===== src/rtl/pssw_pkg.sv =====
// Purpose: shared constants and types for the protection switch status block
// Assumes: one 10 MHz clock, synchronous active-high reset
// Notes:   register offsets are word indices on a plain strobe port
package pssw_pkg;

    // ************************************************************
    // sizing
    // ************************************************************
    localparam int PSSW_NUM_PRIME   = 8;
    localparam int PSSW_NUM_BACKUP  = 2;
    localparam int PSSW_POLES_RS449 = 10;
    localparam int PSSW_POLES_V35   = 8;
    localparam int PSSW_AW          = 4;
    localparam int PSSW_DW          = 32;

    // ************************************************************
    // timing
    // ************************************************************
    localparam int PSSW_CLK_HZ        = 10_000_000;
    localparam int PSSW_MONO_US       = 1000;
    localparam int PSSW_MONO_CYC      = PSSW_MONO_US * (PSSW_CLK_HZ / 1_000_000);
    localparam int PSSW_KICK_US       = 250;
    localparam int PSSW_KICK_CYC      = PSSW_KICK_US * (PSSW_CLK_HZ / 1_000_000);

    // ************************************************************
    // register indices
    // ************************************************************
    localparam logic [3:0] PSSW_REG_CTRL    = 4'h0;
    localparam logic [3:0] PSSW_REG_MODSEL  = 4'h1;
    localparam logic [3:0] PSSW_REG_DEMSEL  = 4'h2;
    localparam logic [3:0] PSSW_REG_FAULT   = 4'h3;
    localparam logic [3:0] PSSW_REG_STATUS  = 4'h4;
    localparam logic [3:0] PSSW_REG_ONLINE  = 4'h5;
    localparam logic [3:0] PSSW_REG_RXFLT   = 4'h6;
    localparam logic [3:0] PSSW_REG_TXFLT   = 4'h7;

    // ctrl fields
    localparam int PSSW_CTRL_RUN     = 0;
    localparam int PSSW_CTRL_WHOLE   = 1;
    localparam int PSSW_CTRL_REMOTE  = 2;
    localparam int PSSW_CTRL_RS449   = 3;
    localparam logic [3:0] PSSW_CTRL_RST = 4'h0;

    // fault cause fields
    localparam int PSSW_FLT_BACKUP   = 0;
    localparam int PSSW_FLT_COMM     = 1;
    localparam int PSSW_FLT_CONFIG   = 2;
    localparam int PSSW_FLT_SETUP    = 3;

    // per-prime selection code: 0 prime, 1 backup one, 3 backup two
    typedef enum logic [1:0] {
        PSSW_SEL_PRIME = 2'b00,
        PSSW_SEL_BU1   = 2'b01,
        PSSW_SEL_BU2   = 2'b11
    } pssw_sel_t;

    typedef struct packed {
        logic ctrl_ok;
        logic prot_fault;
        logic rx_fault;
    } pssw_alarm_t;

    typedef struct packed {
        logic [PSSW_AW-1:0] addr;
        logic [PSSW_DW-1:0] wdata;
        logic               wr;
        logic               rd;
    } pssw_bus_t;

endpackage : pssw_pkg


===== src/rtl/pssw_status.sv =====
// Purpose: fault summary, online status and routing select of a 1:N switch
// Assumes: fault inputs synchronous to clk, high means fault
// Notes:   relay outputs high means coil energized
// Operation
// - three separate non-latching summary outputs: controller, protection, receive.
// - periodic timer retriggers monostable; controller output drops when retrigger stops.
// - controller output stays energized while the monostable is kept triggered.
// - protection fault raised for backup, comm, config or setup failures.
// - protection output off normally, on during failure until failure clears.
// - receive output on only when all active demodulators lost carrier.
// - receive output returns off once the all-lost condition is gone.
// - one online status output per prime modulator and demodulator.
// - modulator online output energized while a backup modulator serves prime.
// - demodulator online output energized while a backup demodulator serves.
// - default or reset state routes every position straight to its prime.
// - independent variant switches transmit and receive groups separately.
// - whole-modem variant moves both groups on either prime fault.
// - clock set steered to standby backup or offline prime on backup.
// - fault inputs taken only from prime and backup modem ports.
// - RS-449 routing unit switches ten poles per group.
// - V.35 routing unit switches eight poles per group.
// - eight prime positions and two backup positions are addressable.
//
// Chosen here: the address-and-strobe port and the address map.
`timescale 1ns/1ps
module pssw_status
    import pssw_pkg::*;
#(
    parameter int NUM_PRIME = PSSW_NUM_PRIME,
    parameter int MONO_CYC  = PSSW_MONO_CYC,
    parameter int KICK_CYC  = PSSW_KICK_CYC
) (
    // clock and reset
    input  wire logic                     clk,
    input  wire logic                     reset,
    // register port
    input  wire logic [PSSW_AW-1:0]       addr,
    input  wire logic [PSSW_DW-1:0]       wdata,
    input  wire logic                     wr,
    input  wire logic                     rd,
    output logic      [PSSW_DW-1:0]       rdata,
    // modem fault lines, prime then backup ports
    input  wire logic [NUM_PRIME-1:0]     tx_unit_fault_in,
    input  wire logic [NUM_PRIME-1:0]     rx_unit_fault_in,
    input  wire logic [PSSW_NUM_BACKUP-1:0] bu_tx_fault_in,
    input  wire logic [PSSW_NUM_BACKUP-1:0] bu_rx_fault_in,
    // station alarm relays
    output pssw_pkg::pssw_alarm_t         alarm,
    // online telemetry relays
    output logic      [NUM_PRIME-1:0]     mod_online,
    output logic      [NUM_PRIME-1:0]     demod_online,
    // routing relay drives per prime, pole group mask and backup clocks
    output logic      [2*NUM_PRIME-1:0]   tx_route,
    output logic      [2*NUM_PRIME-1:0]   rx_route,
    output logic      [PSSW_POLES_RS449-1:0] pole_mask,
    output logic      [NUM_PRIME-1:0]     clk_to_prime,
    output logic      [PSSW_NUM_BACKUP-1:0] clk_to_backup
);

    // ************************************************************
    // elaboration checks
    // ************************************************************
    initial begin
        if (NUM_PRIME < 1 || NUM_PRIME > PSSW_NUM_PRIME)
            $error("prime count out of range");
        if (KICK_CYC < 1 || KICK_CYC >= MONO_CYC)
            $error("kick period must be shorter than monostable");
        if (2 * NUM_PRIME > PSSW_DW)
            $error("selection fields exceed a data word");
    end

    // ************************************************************
    // registers
    // ************************************************************
    logic [3:0]             ctrl_reg;
    logic [2*NUM_PRIME-1:0] modsel_reg;
    logic [2*NUM_PRIME-1:0] demsel_reg;
    logic [3:0]             fault_reg;
    logic [NUM_PRIME-1:0]   rxflt_reg;
    logic [NUM_PRIME-1:0]   txflt_reg;

    wire remote = ctrl_reg[PSSW_CTRL_REMOTE];

    // ************************************************************
    // control register
    // ************************************************************
    always_ff @(posedge clk) begin
        if (reset) begin
            ctrl_reg <= PSSW_CTRL_RST;
        end else if (wr && addr == PSSW_REG_CTRL) begin
            ctrl_reg <= wdata[3:0];
        end
    end

    // ************************************************************
    // selection registers
    // ************************************************************
    // selections accepted only in remote mode; reset returns to prime
    // a selection written in automatic mode is dropped, not queued
    always_ff @(posedge clk) begin
        if (reset) begin
            modsel_reg <= '0;
        end else if (wr && addr == PSSW_REG_MODSEL && remote) begin
            modsel_reg <= wdata[2*NUM_PRIME-1:0];
        end
    end

    always_ff @(posedge clk) begin
        if (reset) begin
            demsel_reg <= '0;
        end else if (wr && addr == PSSW_REG_DEMSEL && remote) begin
            demsel_reg <= wdata[2*NUM_PRIME-1:0];
        end
    end

    // ************************************************************
    // fault causes
    // ************************************************************
    // software sets, hardware keeps until the cause is cleared
    always_ff @(posedge clk) begin
        if (reset) begin
            fault_reg <= '0;
        end else if (wr && addr == PSSW_REG_FAULT) begin
            fault_reg <= wdata[3:0];
        end
    end

    // ************************************************************
    // fault inputs, prime modem ports only; backup lines are used unregistered
    // ************************************************************
    // one stage only: the lines arrive synchronous to clk
    always_ff @(posedge clk) begin
        if (reset) begin
            txflt_reg <= '0;
        end else begin
            txflt_reg <= tx_unit_fault_in;
        end
    end

    always_ff @(posedge clk) begin
        if (reset) begin
            rxflt_reg <= '0;
        end else begin
            rxflt_reg <= rx_unit_fault_in;
        end
    end

    // ************************************************************
    // effective selection per prime
    // ************************************************************
    logic [2*NUM_PRIME-1:0] tx_sel;
    logic [2*NUM_PRIME-1:0] rx_sel;

    always_comb begin
        tx_sel = modsel_reg;
        rx_sel = demsel_reg;
        for (int i = 0; i < NUM_PRIME; i++) begin
            if (ctrl_reg[PSSW_CTRL_WHOLE]) begin
                // whole-modem: either side fault moves both groups
                if (txflt_reg[i] || rxflt_reg[i]) begin
                    if (modsel_reg[2*i +: 2] != PSSW_SEL_PRIME)
                        rx_sel[2*i +: 2] = modsel_reg[2*i +: 2];
                    else
                        tx_sel[2*i +: 2] = demsel_reg[2*i +: 2];
                end else begin
                    rx_sel[2*i +: 2] = modsel_reg[2*i +: 2];
                end
            end
            // a faulty backup cannot take traffic; fall back to prime
            if (tx_sel[2*i] && bu_tx_fault_in[tx_sel[2*i+1]])
                tx_sel[2*i +: 2] = PSSW_SEL_PRIME;
            if (rx_sel[2*i] && bu_rx_fault_in[rx_sel[2*i+1]])
                rx_sel[2*i +: 2] = PSSW_SEL_PRIME;
            // code 10 names no backup; fold it to prime so routes
            // and online outputs never disagree
            if (!tx_sel[2*i])
                tx_sel[2*i+1] = 1'b0;
            if (!rx_sel[2*i])
                rx_sel[2*i+1] = 1'b0;
        end
    end

    // ************************************************************
    // routing and clock steering
    // ************************************************************
    always_ff @(posedge clk) begin
        if (reset) begin
            tx_route <= '0;
            rx_route <= '0;
        end else begin
            tx_route <= tx_sel;
            rx_route <= rx_sel;
        end
    end

    // clocks go to whichever unit stands by, never to a busy backup
    always_ff @(posedge clk) begin
        if (reset) begin
            clk_to_prime  <= '0;
            clk_to_backup <= '0;
        end else begin
            for (int i = 0; i < NUM_PRIME; i++) begin
                // offline prime gets clocks so it stands by hot
                clk_to_prime[i] <= tx_sel[2*i] | rx_sel[2*i];
            end
            for (int b = 0; b < PSSW_NUM_BACKUP; b++) begin
                clk_to_backup[b] <= 1'b1;
                for (int i = 0; i < NUM_PRIME; i++) begin
                    if ((tx_sel[2*i] && tx_sel[2*i+1] == b[0]) ||
                        (rx_sel[2*i] && rx_sel[2*i+1] == b[0]))
                        clk_to_backup[b] <= 1'b0;
                end
            end
        end
    end

    // ************************************************************
    // pole groups
    // ************************************************************
    // pole count per group follows the routing unit type
    always_ff @(posedge clk) begin
        if (reset) begin
            pole_mask <= '0;
        end else if (ctrl_reg[PSSW_CTRL_RS449]) begin
            pole_mask <= {PSSW_POLES_RS449{1'b1}};
        end else begin
            pole_mask <= {{(PSSW_POLES_RS449-PSSW_POLES_V35){1'b0}},
                          {PSSW_POLES_V35{1'b1}}};
        end
    end

    // ************************************************************
    // online telemetry
    // ************************************************************
    always_ff @(posedge clk) begin
        if (reset) begin
            mod_online <= '0;
        end else begin
            for (int i = 0; i < NUM_PRIME; i++) begin
                mod_online[i] <= tx_sel[2*i];
            end
        end
    end

    always_ff @(posedge clk) begin
        if (reset) begin
            demod_online <= '0;
        end else begin
            for (int i = 0; i < NUM_PRIME; i++) begin
                demod_online[i] <= rx_sel[2*i];
            end
        end
    end

    // ************************************************************
    // controller watchdog monostable
    // ************************************************************
    // the kick only runs while the controller is marked running, so a
    // stopped controller lets the monostable expire on its own
    // limitation: loss of power is seen only as the relay dropping
    logic [$clog2(KICK_CYC+1)-1:0] kick_cnt_reg;
    logic [$clog2(MONO_CYC+1)-1:0] mono_cnt_reg;
    logic                          kick;

    always_ff @(posedge clk) begin
        if (reset || !ctrl_reg[PSSW_CTRL_RUN]) begin
            kick_cnt_reg <= '0;
            kick         <= 1'b0;
        end else if (kick_cnt_reg == KICK_CYC[$bits(kick_cnt_reg)-1:0] - 1'b1)
        begin
            kick_cnt_reg <= '0;
            kick         <= 1'b1;
        end else begin
            kick_cnt_reg <= kick_cnt_reg + 1'b1;
            kick         <= 1'b0;
        end
    end

    always_ff @(posedge clk) begin
        if (reset) begin
            mono_cnt_reg <= '0;
        end else if (kick) begin
            mono_cnt_reg <= MONO_CYC[$bits(mono_cnt_reg)-1:0];
        end else if (mono_cnt_reg != '0) begin
            mono_cnt_reg <= mono_cnt_reg - 1'b1;
        end
    end

    // ************************************************************
    // summary alarms
    // ************************************************************
    logic all_lost;

    // first pass: any unit lost; second pass: any carrier clears it
    always_comb begin
        all_lost = 1'b0;
        for (int i = 0; i < NUM_PRIME; i++) begin
            // an active demodulator is the unit carrying receive traffic
            if (rx_sel[2*i] ? bu_rx_fault_in[rx_sel[2*i+1]] : rxflt_reg[i])
                all_lost = 1'b1;
        end
        for (int i = 0; i < NUM_PRIME; i++) begin
            if (!(rx_sel[2*i] ? bu_rx_fault_in[rx_sel[2*i+1]]
                              : rxflt_reg[i]))
                all_lost = 1'b0;
        end
    end

    // ************************************************************
    // alarm relays
    // ************************************************************
    // one register stage so no relay coil ever sees a glitch
    always_ff @(posedge clk) begin
        if (reset) begin
            alarm <= '0;
        end else begin
            alarm.ctrl_ok    <= (mono_cnt_reg != '0);
            alarm.prot_fault <= |fault_reg;
            alarm.rx_fault   <= all_lost;
        end
    end

    // ************************************************************
    // read port
    // ************************************************************
    // reads have no side effects, so polling never clears a cause
    always_ff @(posedge clk) begin
        if (reset) begin
            rdata <= '0;
        end else if (rd) begin
            if (addr == PSSW_REG_CTRL)
                rdata <= {28'h0000000, ctrl_reg};
            else if (addr == PSSW_REG_MODSEL)
                rdata <= PSSW_DW'(modsel_reg);
            else if (addr == PSSW_REG_DEMSEL)
                rdata <= PSSW_DW'(demsel_reg);
            else if (addr == PSSW_REG_FAULT)
                rdata <= {28'h0000000, fault_reg};
            else if (addr == PSSW_REG_STATUS)
                rdata <= {29'h0, alarm};
            else if (addr == PSSW_REG_ONLINE)
                rdata <= PSSW_DW'({demod_online, mod_online});
            else if (addr == PSSW_REG_RXFLT)
                rdata <= PSSW_DW'(rxflt_reg);
            else if (addr == PSSW_REG_TXFLT)
                rdata <= PSSW_DW'(txflt_reg);
            else
                rdata <= '0;
        end else begin
            rdata <= '0;
        end
    end

endmodule : pssw_status


===== config.mk =====
export PLATFORM = sky130hd
export DESIGN_NAME = pssw_status
export DESIGN_NICKNAME = d
export VERILOG_FILES = /design/src/rtl/pssw_pkg.sv /design/src/rtl/pssw_status.sv
export SDC_FILE = /design/constraint.sdc
export NUM_CORES = 1
export LEC_CHECK = 0
export BUFFER_PORTS_ARGS = -buffer_cell sky130_fd_sc_hd__buf_2
export CAP_MARGIN = 20
export CORE_ASPECT_RATIO = 0.8
export CORE_UTILIZATION = 40
export CTS_BUF_LIST = sky130_fd_sc_hd__clkbuf_8 sky130_fd_sc_hd__clkbuf_16
export DETAILED_ROUTE_END_ITERATION = 8
export PLACE_DENSITY_LB_ADDON = 0.15
export SYNTH_ARGS = -nofsm -noshare
export SYNTH_HDL_FRONTEND = slang
export SYNTH_SLANG_ARGS = --single-unit

===== constraint.sdc =====
create_clock -name clk -period 7.4 [get_ports clk]
set_clock_uncertainty 0.15 [all_clocks]
set_input_delay 1.11 -clock clk [delete_from_list [all_inputs] [get_ports clk]]
set_output_delay 1.11 -clock clk [all_outputs]
set_load 0.02 [all_outputs]

# After elaboration in Yosys (flattened, before gate mapping)
# Index checks and enable logic that the tools add are counted.
[classes]
n_eq_ne = 8
n_mux = 134
reduce_logical = 100
order_cmp = 24
n_bitwise = 33
div = 0
addsub = 2
n_mul = 0
shift = 0
[ops]
columns = ["cell", "n"]
rows = [
  ["2-bit 2-to-1 mux", 48],
  ["16-bit 2-to-1 mux", 5],
  ["1-bit 2-to-1 mux", 75],
  ["1-bit logical AND", 54],
  ["1-bit by 2-bit < comparator with 1-bit output (second input constant)", 24],
  ["14-bit 2-to-1 mux", 2],
  ["1-bit logical OR", 25],
  ["1-bit inverter", 25],
  ["2-bit nonzero test", 9],
  ["9-bit OR reduction", 2],
  ["4-bit by 3-bit equality test with 1-bit output (second input constant)", 4],
  ["8-bit 2-to-1 mux", 2],
  ["8-bit OR reduction", 2],
  ["14-bit nonzero test", 1],
  ["14-bit by 1-bit subtractor with 14-bit output (second input constant)", 1],
  ["12-bit by 1-bit adder with 12-bit output (second input constant)", 1],
  ["12-bit equality test (second input constant)", 1],
  ["10-bit 2-to-1 mux", 1],
  ["4-bit by 2-bit equality test with 1-bit output (second input constant)", 2],
  ["1-bit bitwise OR", 8],
  ["2-bit OR reduction", 3],
  ["4-bit by 1-bit equality test with 1-bit output (second input constant)", 1],
  ["4-bit zero test", 1],
  ["4-bit 2-to-1 mux", 1],
  ["3 further kinds", 3],
]
[totals]
latchBits = 0
input_bits = 60
register_bits = 186
elab_cells = 325
rom_bits = 0
mem_count = 0
ramBits = 0

# Depth between registers and ports, before layout
# Gate-level depths: netlist (run 1).
[logic_depth]
depth_word = 14
depth_mapped = 9
ltp_nobuf = 7

# Least setup slack after synthesis (run 1)
# OpenSTA, ideal clock, no wires.
[synth_path]
path_type = "input port to flip-flop"
from = "in addr[2]"
to = "reg demsel_reg[10]"
path_slack_ns = 4.372
required_time_ns = 7.122
n_path_buf = 3
path_stages = 8
arrival_time_ns = 2.750
cell_sequence = "clkbuf_1 > nand2b_1 > nor3_1 > and3_1 > buf_2 > buf_2 > mux2i_1 > nor2_1"
[synth_between]
elab_chain_cells = 3
[synth_lines]
columns = ["element", "line_no", "source"]
rows = [
  ["from (decl)", "pssw_status.sv:37", "input wire logic [PSSW_AW-1:0] addr,"],
  ["4-bit by 2-bit equality test with 1-bit output", "pssw_status.sv:111", "end else if (wr && addr == PSSW_REG_DEMSEL && remote) begin"],
  ["1-bit logical AND (2 in a row)", "pssw_status.sv:111", ""],
  ["to (signal assigned)", "pssw_status.sv:112", "demsel_reg <= wdata[2*NUM_PRIME-1:0];"],
  ["to (decl)", "pssw_status.sv:77", "logic [2*NUM_PRIME-1:0] demsel_reg;"],
]
# No other way between the ends.
# A chain may end at the register's enable or synchronous reset.

# Final worst setup path (run 1)
[layout_path]
from = "in addr[1]"
to = "reg demsel_reg[8]"
# Same word-level chain as after synthesis.

==> flow_summary.ini, run 1 <==
[run_status]
status = complete, but fails checks
violations = DRC

[drt]
final_antenna_net_count = 0
drtIter0Drc = 685
via_per_inst = 5.41
routedWlPerCell_um = 18.6
remaining_drc_errors = 1
via_count = 6040
routed_wl_um = 20700
dr.pass1.iters = 7

[clocking]
cts_tree = built
htree_levels = 4
cts-resized-gates = 0
root_buffer = clkbuf_16
cts.sinks = 146
cts_buffer_depth = 2
clk_latency_ns = 0.43
clkTransAtPathRegs_ns = 0.06
cts_buffers = 17
post_cts_buffers = 0
holdBufCountCts = 0

[die]
boundaryPins = 163
coreArea_um2 = 16600
start_util_pct = 40.9
die_h_um = 118
die_w_um = 147
fp.dieArea_um2 = 17400
num_rows = 42

[timing]
fin_crit_ns = 3.45
setup_viol = 0
rsz0062_at_grt = no
worst_pin_slew_ns = 1.23
worst_slack_ns = 3.95
min_period_over_period_pct = 46.6
finalHoldViolCount = 0
fin_tns_setup_ns = 0
maxSlewViolCount = 0
max_freq_mhz = 290
slew_headroom_pct = 16.1

[min_path]
min-delay-path-class = flip-flop to flip-flop

[yosys]
synth_ff_type = dfxtp_1
synth.avg_cell_area_um2 = 8.47
ys_seq_area_share_pct = 43.2
postSynthCellCount = 799
synth_xor_area_share_pct = 2.59
syn-cell-area_um2 = 6770
synthAdderAreaFrac_pct = 0.370
synth-edff-count = 0
synth_mux_area_share_pct = 6.86
yosysUniqueCellTypes = 65
synth_top_family_by_area = simple AND/OR/NAND/NOR gates
synth-compound-area-share_pct = 16.6
synth-seq-cells = 146
synthSimpleGateAreaFrac_pct = 21.8
yosys_warnings = 0
ys_async_sr_fraction_pct = 0

[setup_path]
cp_slowest_cell = and3_1
cp_num_buf_inv = 1
crit_family = simple AND/OR/NAND/NOR gates
critical_path.cell_chain = buf_2 -> nand2b_1 -> nor3_1 -> and3_1 -> mux2i_1 -> nor2_1
slowest_delay_ns = 0.99
critPathMaxFanout = 17
path_class = input pin to flip-flop
worstPathRequired_ns = 7.54
cp-start-kind = input pin
end_kind = flip-flop
critPathArrivalTime_ns = 3.59

[place]
place.gp.congestion = 0.952
dpl.hpwl_um = 15100
io_buffers = 130
dp_slack_ns = 3.60
place_area_um2 = 7300

[final_layout]
multi_input_area_um2 = 3320
final_cell_mix = dfxtp_1, buf_2, nor2_1, nand2_1, a21oi_1
drive_gt1_share_pct = 21.7
fin_area_um2 = 7910
fillers = 1640
nets = 945
layout_commonest_cell = dfxtp_1
seqCellArea_um2 = 2920
n_antenna_cell = 0
areaGrowthSynthToFinish_pct = 16.9

[power]
leakage_nw = 3.20
ir_drop_v = 0.000141
p_per_area_nw_per_um2 = 261

[grt]
antenna_found_initial = 0
grt_pass1_vias = 5332
grt_pass1_wl_um = 31600
grt-ovfl-total = 0
grt_max_degree = 68
track_usage_pct = 24.1

[flow_run]
cap_viol_max_count = 0
-- cells in the mapped netlist, types with 2 or more instances --
| cell type | number | area share (%) |
|---|---|---|
| a221oi_1 | 8 | 1.0 |
| and2_1 | 4 | 0.37 |
| nor3_1 | 23 | 1.7 |
| ha_1 | 2 | 0.37 |
| nor4_1 | 11 | 1.0 |
| a31oi_1 | 17 | 1.6 |
| clkinv_1 | 3 | 0.17 |
| o21ba_2 | 5 | 0.74 |
| clkbuf_1 | 34 | 1.9 |
| inv_1 | 23 | 1.3 |
| and4_1 | 3 | 0.39 |
| xnor2_1 | 9 | 1.2 |
| or4_4 | 2 | 0.33 |
| a32oi_1 | 5 | 0.65 |
| o21bai_1 | 3 | 0.33 |
| a22oi_1 | 5 | 0.55 |
| nand2b_1 | 5 | 0.46 |
| a2111oi_0 | 5 | 0.65 |
| nor3b_1 | 2 | 0.22 |
| or2_2 | 11 | 1.0 |
| buf_1 | 3 | 0.17 |
| and3_1 | 9 | 0.83 |
| a32o_1 | 3 | 0.44 |
| nor2b_1 | 31 | 2.9 |
| dfxtp_1 | 146 | 43 |
| a22o_1 | 4 | 0.52 |
| o21ai_0 | 27 | 2.0 |
| mux2i_1 | 34 | 5.0 |
| or3_1 | 2 | 0.18 |
| nor2_1 | 92 | 5.1 |
| o22ai_1 | 5 | 0.46 |
| mux2_2 | 9 | 1.5 |
| nand3_1 | 18 | 1.3 |
| xor2_1 | 11 | 1.4 |
| a21oi_1 | 49 | 3.6 |
| buf_2 | 5 | 0.37 |
| a2bb2oi_1 | 2 | 0.26 |
| nand2_1 | 82 | 4.5 |
| nand3b_1 | 2 | 0.22 |
| a21o_1 | 2 | 0.22 |
| nand4_1 | 6 | 0.55 |
| o31ai_1 | 3 | 0.33 |
| a222oi_1 | 4 | 0.59 |
| buf_4 | 40 | 4.4 |
| a211oi_1 | 10 | 1.1 |
-- stage by stage --
| step | utilization [%] | total power [mW] | hold WS, ns | std cells |
|---|---|---|---|---|
| floorplan | - | 1.13 | 0.276 | 814 |
| global placement | 44.1 | 1.19 | 0.293 | 1084 |
| detailed placement | 44.1 | 1.19 | 0.300 | 1084 |
| CTS | 47.8 | 2.08 | 0.314 | 1116 |
| global route | 47.8 | 2.16 | 0.343 | 1116 |
| finish | 47.8 | 2.06 | 0.306 | 1116 |
-- metal layers --
layer | vias to the layer above | GRT usage (%) | share of wire, %
met5 | - | 0 | 0
met4 | 0 | 5.86 | 0.68
met3 | 11 | 7.45 | 11
met2 | 350 | 31.8 | 39
met1 | 2750 | 37.1 | 50
li1 | 2929 | - | -
-- where the power goes --
part           internal [mW]  switching [mW]
Clock                  0.547           0.339
Sequential             0.829          0.0416
Combinational          0.132           0.174
-- area by class of cell --
| cell class | instances | share of cell area [%] |
|---|---|---|
| Tap cell | 220 | 3.48 |
| Sequential cell | 146 | 36.9 |
| Timing Repair Buffer | 134 | 8.60 |
| Clock buffer | 19 | 5.72 |
| Inverter | 26 | 1.23 |
| Clock inverter | 13 | 2.02 |
| Multi-Input combinational cell | 558 | 42.0 |
-- path summary, 6_finish.rpt --
path	startpoint	endpoint	slack, ns	cells after the start
worst min-delay path	kick_cnt_reg[0]	kick_cnt_reg[0]	0.31	1
worst max register to register	ctrl_reg[1]	clk_to_prime[4]	4.32	6
worst max-delay path	addr[1]	demsel_reg[8]	3.95	6
worst min register to register	kick_cnt_reg[0]	kick_cnt_reg[0]	0.31	1
-- worst register-to-register path: stages, from the launching register on --
cell       delay [ns]
dfxtp_1          0.30
buf_4            0.44
clkinv_1         0.49
a221oi_2         0.63
nor2b_1          0.09
a2111oi_0        0.72
or2_2            0.22
-- cells by family after synthesis --
kind of cell | count (synthesis)
simple gates | 308
compound gates | 168
flops | 146
buf+inv | 110
mux | 44
xor+xnor | 20
fa+ha+maj | 2
other cells | 1
Power figures use the tool's default switching activity.
==> run 2: changes to the inputs <==
==> constraint.sdc (replaced) <==
create_clock -name clk -period 3.2 [get_ports clk]
set_clock_uncertainty 0.15 [all_clocks]
set_input_delay 0.48 -clock clk [delete_from_list [all_inputs] [get_ports clk]]
set_output_delay 0.48 -clock clk [all_outputs]
set_load 0.02 [all_outputs]
==> run 2 against run 1 <==
  * Sequential share of layout area shrank 0.34 points
  * Sequential power grew 130%
  * Final cell count grew 0.81%
  * Highest routed layer unchanged
  * Flip-flop and latch count is the same
  * Core utilization grew 0.44 points
  * Combinational power grew 130%
  * Die area is the same
  * Worst setup slack lost 3.5 ns
  * The run still ends with DRC left
  * Critical path depth shrank 1
  * Register-to-register slack lost 3.8 ns
  * Total power grew 130%
==> flow_summary.ini, run 2 (synthesis results as in run 1) <==
[drt]
drtIter0Drc = 676
wl_met2_um = 7880
met1_length_um = 10400
top_layer_used = met4
dr.pass1.iters = 7
via_per_inst = 5.46
via_count = 6142
remaining_drc_errors = 1
final_antenna_net_count = 0
routedWlPerCell_um = 18.5
routed_wl_um = 20800
wl_met3_um = 2110

[timing]
setup_viol = 0
max_freq_mhz = 369
maxSlewViolCount = 0
slew_headroom_pct = 52.1
fin_tns_setup_ns = 0
min_period_over_period_pct = 84.7
rsz0062_at_grt = no
hold_slack_ns = 0.117
finalHoldViolCount = 0
worst_pin_slew_ns = 0.716
worst_slack_ns = 0.491
fin_crit_ns = 2.71

[die]
die_w_um = 147
start_util_pct = 40.9
num_rows = 42
die_h_um = 118
coreArea_um2 = 16600
boundaryPins = 163
fp.dieArea_um2 = 17400

[setup_path]
critPathMaxFanout = 14
end_kind = flip-flop
worstPathRequired_ns = 3.43
path_class = flip-flop to flip-flop
critPathArrivalTime_ns = 2.93
cp_slowest_cell = a221oi_2
cp-start-kind = flip-flop
critical_path.cell_chain = clkinv_1 -> a221oi_2 -> nor2b_1 -> a2111oi_0 -> or2_2
slowest_delay_ns = 0.62

[final_layout]
layout_commonest_cell = dfxtp_1
fillers = 1670
seqCellArea_um2 = 2920
multi_input_area_um2 = 3320
final_cells = 1125
drive_gt1_share_pct = 22.5
areaGrowthSynthToFinish_pct = 18.0
nets = 954
n_antenna_cell = 0
final_cell_mix = dfxtp_1, buf_2, nor2_1, nand2_1, a21oi_1

[grt]
track_usage_pct = 24.3
grt_pass1_vias = 5292
grt_max_degree = 38
antenna_found_initial = 0
grt-ovfl-total = 0
grt_pass1_wl_um = 31800

[clocking]
post_cts_buffers = 0
cts_buffer_depth = 2
cts-resized-gates = 0
htree_levels = 4
root_buffer = clkbuf_16
holdBufCountCts = 0
clkTransAtPathRegs_ns = 0.07
cts.sinks = 146
cts_tree = built
cts_buffers = 17
clk_latency_ns = 0.43

[flow_run]
cap_viol_max_count = 0

[power]
p_per_area_nw_per_um2 = 599
leakage_nw = 3.23
swShare_pct = 27.2
ir_drop_v = 0.000289
p_int_mw = 3.48
switchingPower_mw = 1.30
pwr-share-clk_pct = 42.9
p_seq_share_pct = 42.1
p_comb_share_pct = 15.0
totalPowerFinal_mw = 4.78

[place]
io_buffers = 130
dp.cells = 1093
dp_slack_ns = 0.553
place.gp.congestion = 0.976
dpl.hpwl_um = 15500

[run_status]
violations = DRC
status = complete, but fails checks

[min_path]
min-delay-path-class = input pin to flip-flop
## run 2: cell count changes in the layout (fill, tap and decap cells not counted)
cell	previous run	this run
clkinvlp_4	4	6
inv_1	24	23
clkinv_2	2	0
clkinv_4	2	3
clkbuf_8	2	1
inv_6	1	2
buf_4	4	13
## run 2: per-stage QoR
| step | instance area [um^2] | util (%) |
|---|---|---|
| 2_1_floorplan | 6820 | - |
| 3_3_place_gp | 7370 | 44.5 |
| 3_5_place_dp | 7370 | 44.5 |
| 5_1_grt | 7990 | 48.2 |
| 4_1_cts | 7990 | 48.2 |
| 6_report | 7990 | 48.2 |
## run 2: cell type report
class | count | area share [%]
Multi-Input combinational cell | 558 | 41.6
Timing Repair Buffer | 143 | 9.37
Tap cell | 220 | 3.45
Sequential cell | 146 | 36.6
Clock inverter | 14 | 2.24
Clock buffer | 18 | 5.50
Inverter | 26 | 1.22
## run 2: worst paths after layout
kind,depth (start not counted),to,from,slack [ns]
setup reg to reg,5,clk_to_prime[4],ctrl_reg[1],0.49
hold reg to reg,1,kick_cnt_reg[0],kick_cnt_reg[0],0.31
setup / recovery,5,clk_to_prime[4],ctrl_reg[1],0.49
hold / removal,2,rxflt_reg[0],rx_unit_fault_in[0],0.12
## run 2: critical path: cells and delay by family, from the launching register on
| kind | cells | cell delay (ns) |
|---|---|---|
| flip-flops | 1 | 0.60 |
| buffers and inverters | 1 | 0.41 |
| AND/OR/NAND/NOR | 2 | 0.29 |
| AO/OA/AOI/OAI | 2 | 1.20 |
## run 2: metal layers
| layer | track usage [%] | vias up |
|---|---|---|
| met1 | 38.7 | 2811 |
| met4 | 8.25 | 0 |
| met3 | 6.22 | 23 |
| met5 | 0 | - |
| met2 | 30.3 | 367 |
| li1 | - | 2941 |
## run 2: power by group through the flow
| stage | combinational [mW] | clock [mW] | sequential [mW] |
|---|---|---|---|
| after global routing | 0.795 | 2.18 | 2.02 |
| after detailed placement | 0.708 | 0 | 2.05 |
| after floorplan | 0.590 | 0 | 2.03 |
| after CTS | 0.714 | 2.10 | 2.01 |
| final | 0.718 | 2.05 | 2.01 |
| after global placement | 0.707 | 0 | 2.05 |
==> run 3: changes to the inputs <==
==> constraint.sdc (replaced) <==
create_clock -name clk -period 2.8 [get_ports clk]
set_clock_uncertainty 0.15 [all_clocks]
set_input_delay 0.42 -clock clk [delete_from_list [all_inputs] [get_ports clk]]
set_output_delay 0.42 -clock clk [all_outputs]
set_load 0.02 [all_outputs]
==> run 3 against run 2 <==
  * The flow still finishes with violations (DRC)
  * Via count down 0.75%
  * Clock-buffer cell count did not move
  * Register-to-register slack got worse by 0.26 ns
  * Sequential share of layout area down 0.30 points
  * Die area stayed put
  * Clock power is 12% higher
  * First-iteration DRC count grew 18%
  * Critical path depth rose by 2
  * Hold slack got worse by 0.060 ns
==> flow_summary.ini, run 3 (synthesis results as in run 1) <==
[clocking]
cts.sinks = 146
root_buffer = clkbuf_16
htree_levels = 4
cts_buffers = 17
clk_latency_ns = 0.42
cts_tree = built
holdBufCountCts = 0
cts_buffer_depth = 2
clkTransAtPathRegs_ns = 0.06
cts-resized-gates = 0
post_cts_buffers = 0

[grt]
grt_pass1_vias = 5168
track_usage_pct = 23.6
gr-usage-met1_pct = 37.6
grt-ovfl-total = 0
grt_max_degree = 34
busiest_layer = met1
gr-usage-met2_pct = 29.8
use_met3_pct = 5.87
grt_pass1_wl_um = 30900
antenna_found_initial = 0

[setup_path]
path_common_cell = buf_4
crit_family = compound AO/OA/AOI/OAI gates
critPathArrivalTime_ns = 2.79
worstPathRequired_ns = 3.02
critical_path.cell_chain = buf_4 -> mux2_2 -> a21oi_1 -> nor2b_1 -> a2111oi_0 -> buf_4 -> or2_2
path_class = flip-flop to flip-flop
timing.rr.start = ctrl_reg[1]
reg2reg_setup_slack_ns = 0.23
cp_num_buf_inv = 2
cp_slowest_cell = dfxtp_1
critPathMaxFanout = 10
cp-start-kind = flip-flop
slowest_delay_ns = 0.53
r2r_cells = 7
crit-reg2reg-capture = clk_to_prime[3]
end_kind = flip-flop

[drt]
remaining_drc_errors = 1
routedWlPerCell_um = 18.1
routed_wl_um = 20500
final_antenna_net_count = 0
via_per_inst = 5.37
dr.pass1.iters = 8
via_count = 6096
drtIter0Drc = 795

[run_status]
violations = DRC
status = complete, but fails checks

[min_path]
min-delay-start = tx_unit_fault_in[3]
min-delay-path-class = input pin to flip-flop
min_to = txflt_reg[3]
hold_depth = 2

[timing]
setup_viol = 0
worst_pin_slew_ns = 0.667
min_period_over_period_pct = 91.8
rsz0062_at_grt = no
fin_crit_ns = 2.57
slew_headroom_pct = 54.4
max_freq_mhz = 389
finalHoldViolCount = 0
hold_slack_ns = 0.0567
maxSlewViolCount = 0
fin_tns_setup_ns = 0

[final_layout]
final_cell_mix = dfxtp_1, buf_2, nor2_1, nand2_1, a21oi_1
layout_commonest_cell = dfxtp_1
nets = 965
fillers = 1685
areaGrowthSynthToFinish_pct = 18.9
drive_gt1_share_pct = 23.3
final_cells = 1135
n_antenna_cell = 0

[power]
pwr-share-clk_pct = 42.2
ir_drop_v = 0.000367
leakage_nw = 3.30
p_int_mw = 3.99
switchingPower_mw = 1.45
p_seq_share_pct = 42.2
swShare_pct = 26.7
p_comb_share_pct = 15.6
p_per_area_nw_per_um2 = 677

[die]
start_util_pct = 40.9
num_rows = 42
coreArea_um2 = 16600
fp.dieArea_um2 = 17400
boundaryPins = 163
die_h_um = 118
die_w_um = 147

[place]
dp.cells = 1104
dpl.hpwl_um = 15400
place.gp.congestion = 0.985
io_buffers = 130

[flow_run]
cap_viol_max_count = 0
[run 3: cell count changes in the layout (fill, tap and decap cells not counted)]
cell | before | now
buf_4 | 13 | 24
clkinv_2 | 0 | 2
clkinvlp_4 | 6 | 3
clkinv_4 | 3 | 2
inv_1 | 23 | 24
[run 3: layer usage]
layer | wire [um] | up-vias
met3 | 1970 | 34
met2 | 7630 | 342
met1 | 10500 | 2769
li1 | - | 2951
met4 | 393 | 0
met5 | 0 | -
[run 3: cell type report]
type / count / area, um^2 / share of cell area (%)
Multi-Input combinational cell: 558 / 3320 / 41.3
Sequential cell: 146 / 2920 / 36.3
Timing Repair Buffer: 154 / 831 / 10.3
Clock buffer: 18 / 439 / 5.46
Tap cell: 220 / 275 / 3.42
Clock inverter: 13 / 161 / 2.00
Inverter: 26 / 97.6 / 1.21
[run 3: worst max path at each step]
stage	from	to	slack [ns]	depth (start not counted)
after CTS	ctrl_reg[1]	clk_to_prime[3]	0.25	7
after global placement	ctrl_reg[1]	clk_to_prime[3]	0.25	7
after detailed placement	ctrl_reg[1]	clk_to_prime[3]	0.27	7
after floorplan	addr[2]	demsel_reg[10]	0.46	8
after global routing	ctrl_reg[1]	clk_to_prime[3]	0.13	7
final	ctrl_reg[1]	clk_to_prime[3]	0.23	7
[run 3: power by group through the flow]
stage,clock network [mW],logic [mW],registers (mW)
6_report,2.30,0.850,2.30
5_1_grt,2.44,0.945,2.31
4_1_cts,2.35,0.851,2.30
3_5_place_dp,0,0.845,2.34
3_3_place_gp,0,0.848,2.34
2_1_floorplan,0,0.675,2.32
[run 3: worst reg2reg max path, delay by kind of cell, from the launching register on]
family | cells | cell delay (ns)
flops | 1 | 0.53
compound gates | 2 | 0.86
mux | 1 | 0.34
simple gates | 2 | 0.18
buf+inv | 2 | 0.46
[run 3: metrics by stage]
| stage | utilization, % | setup slack [ns] | cell area, um^2 | power (mW) |
|---|---|---|---|---|
| CTS | 48.6 | 0.255 | 8050 | 5.50 |
| detailed placement | 45.0 | 0.268 | 7450 | 3.19 |
| global route | 48.6 | 0.134 | 8050 | 5.69 |
| finish | 48.6 | 0.229 | 8050 | 5.45 |
| global placement | 45.0 | 0.249 | 7450 | 3.19 |
| floorplan | - | 0.462 | 6820 | 3.00 |
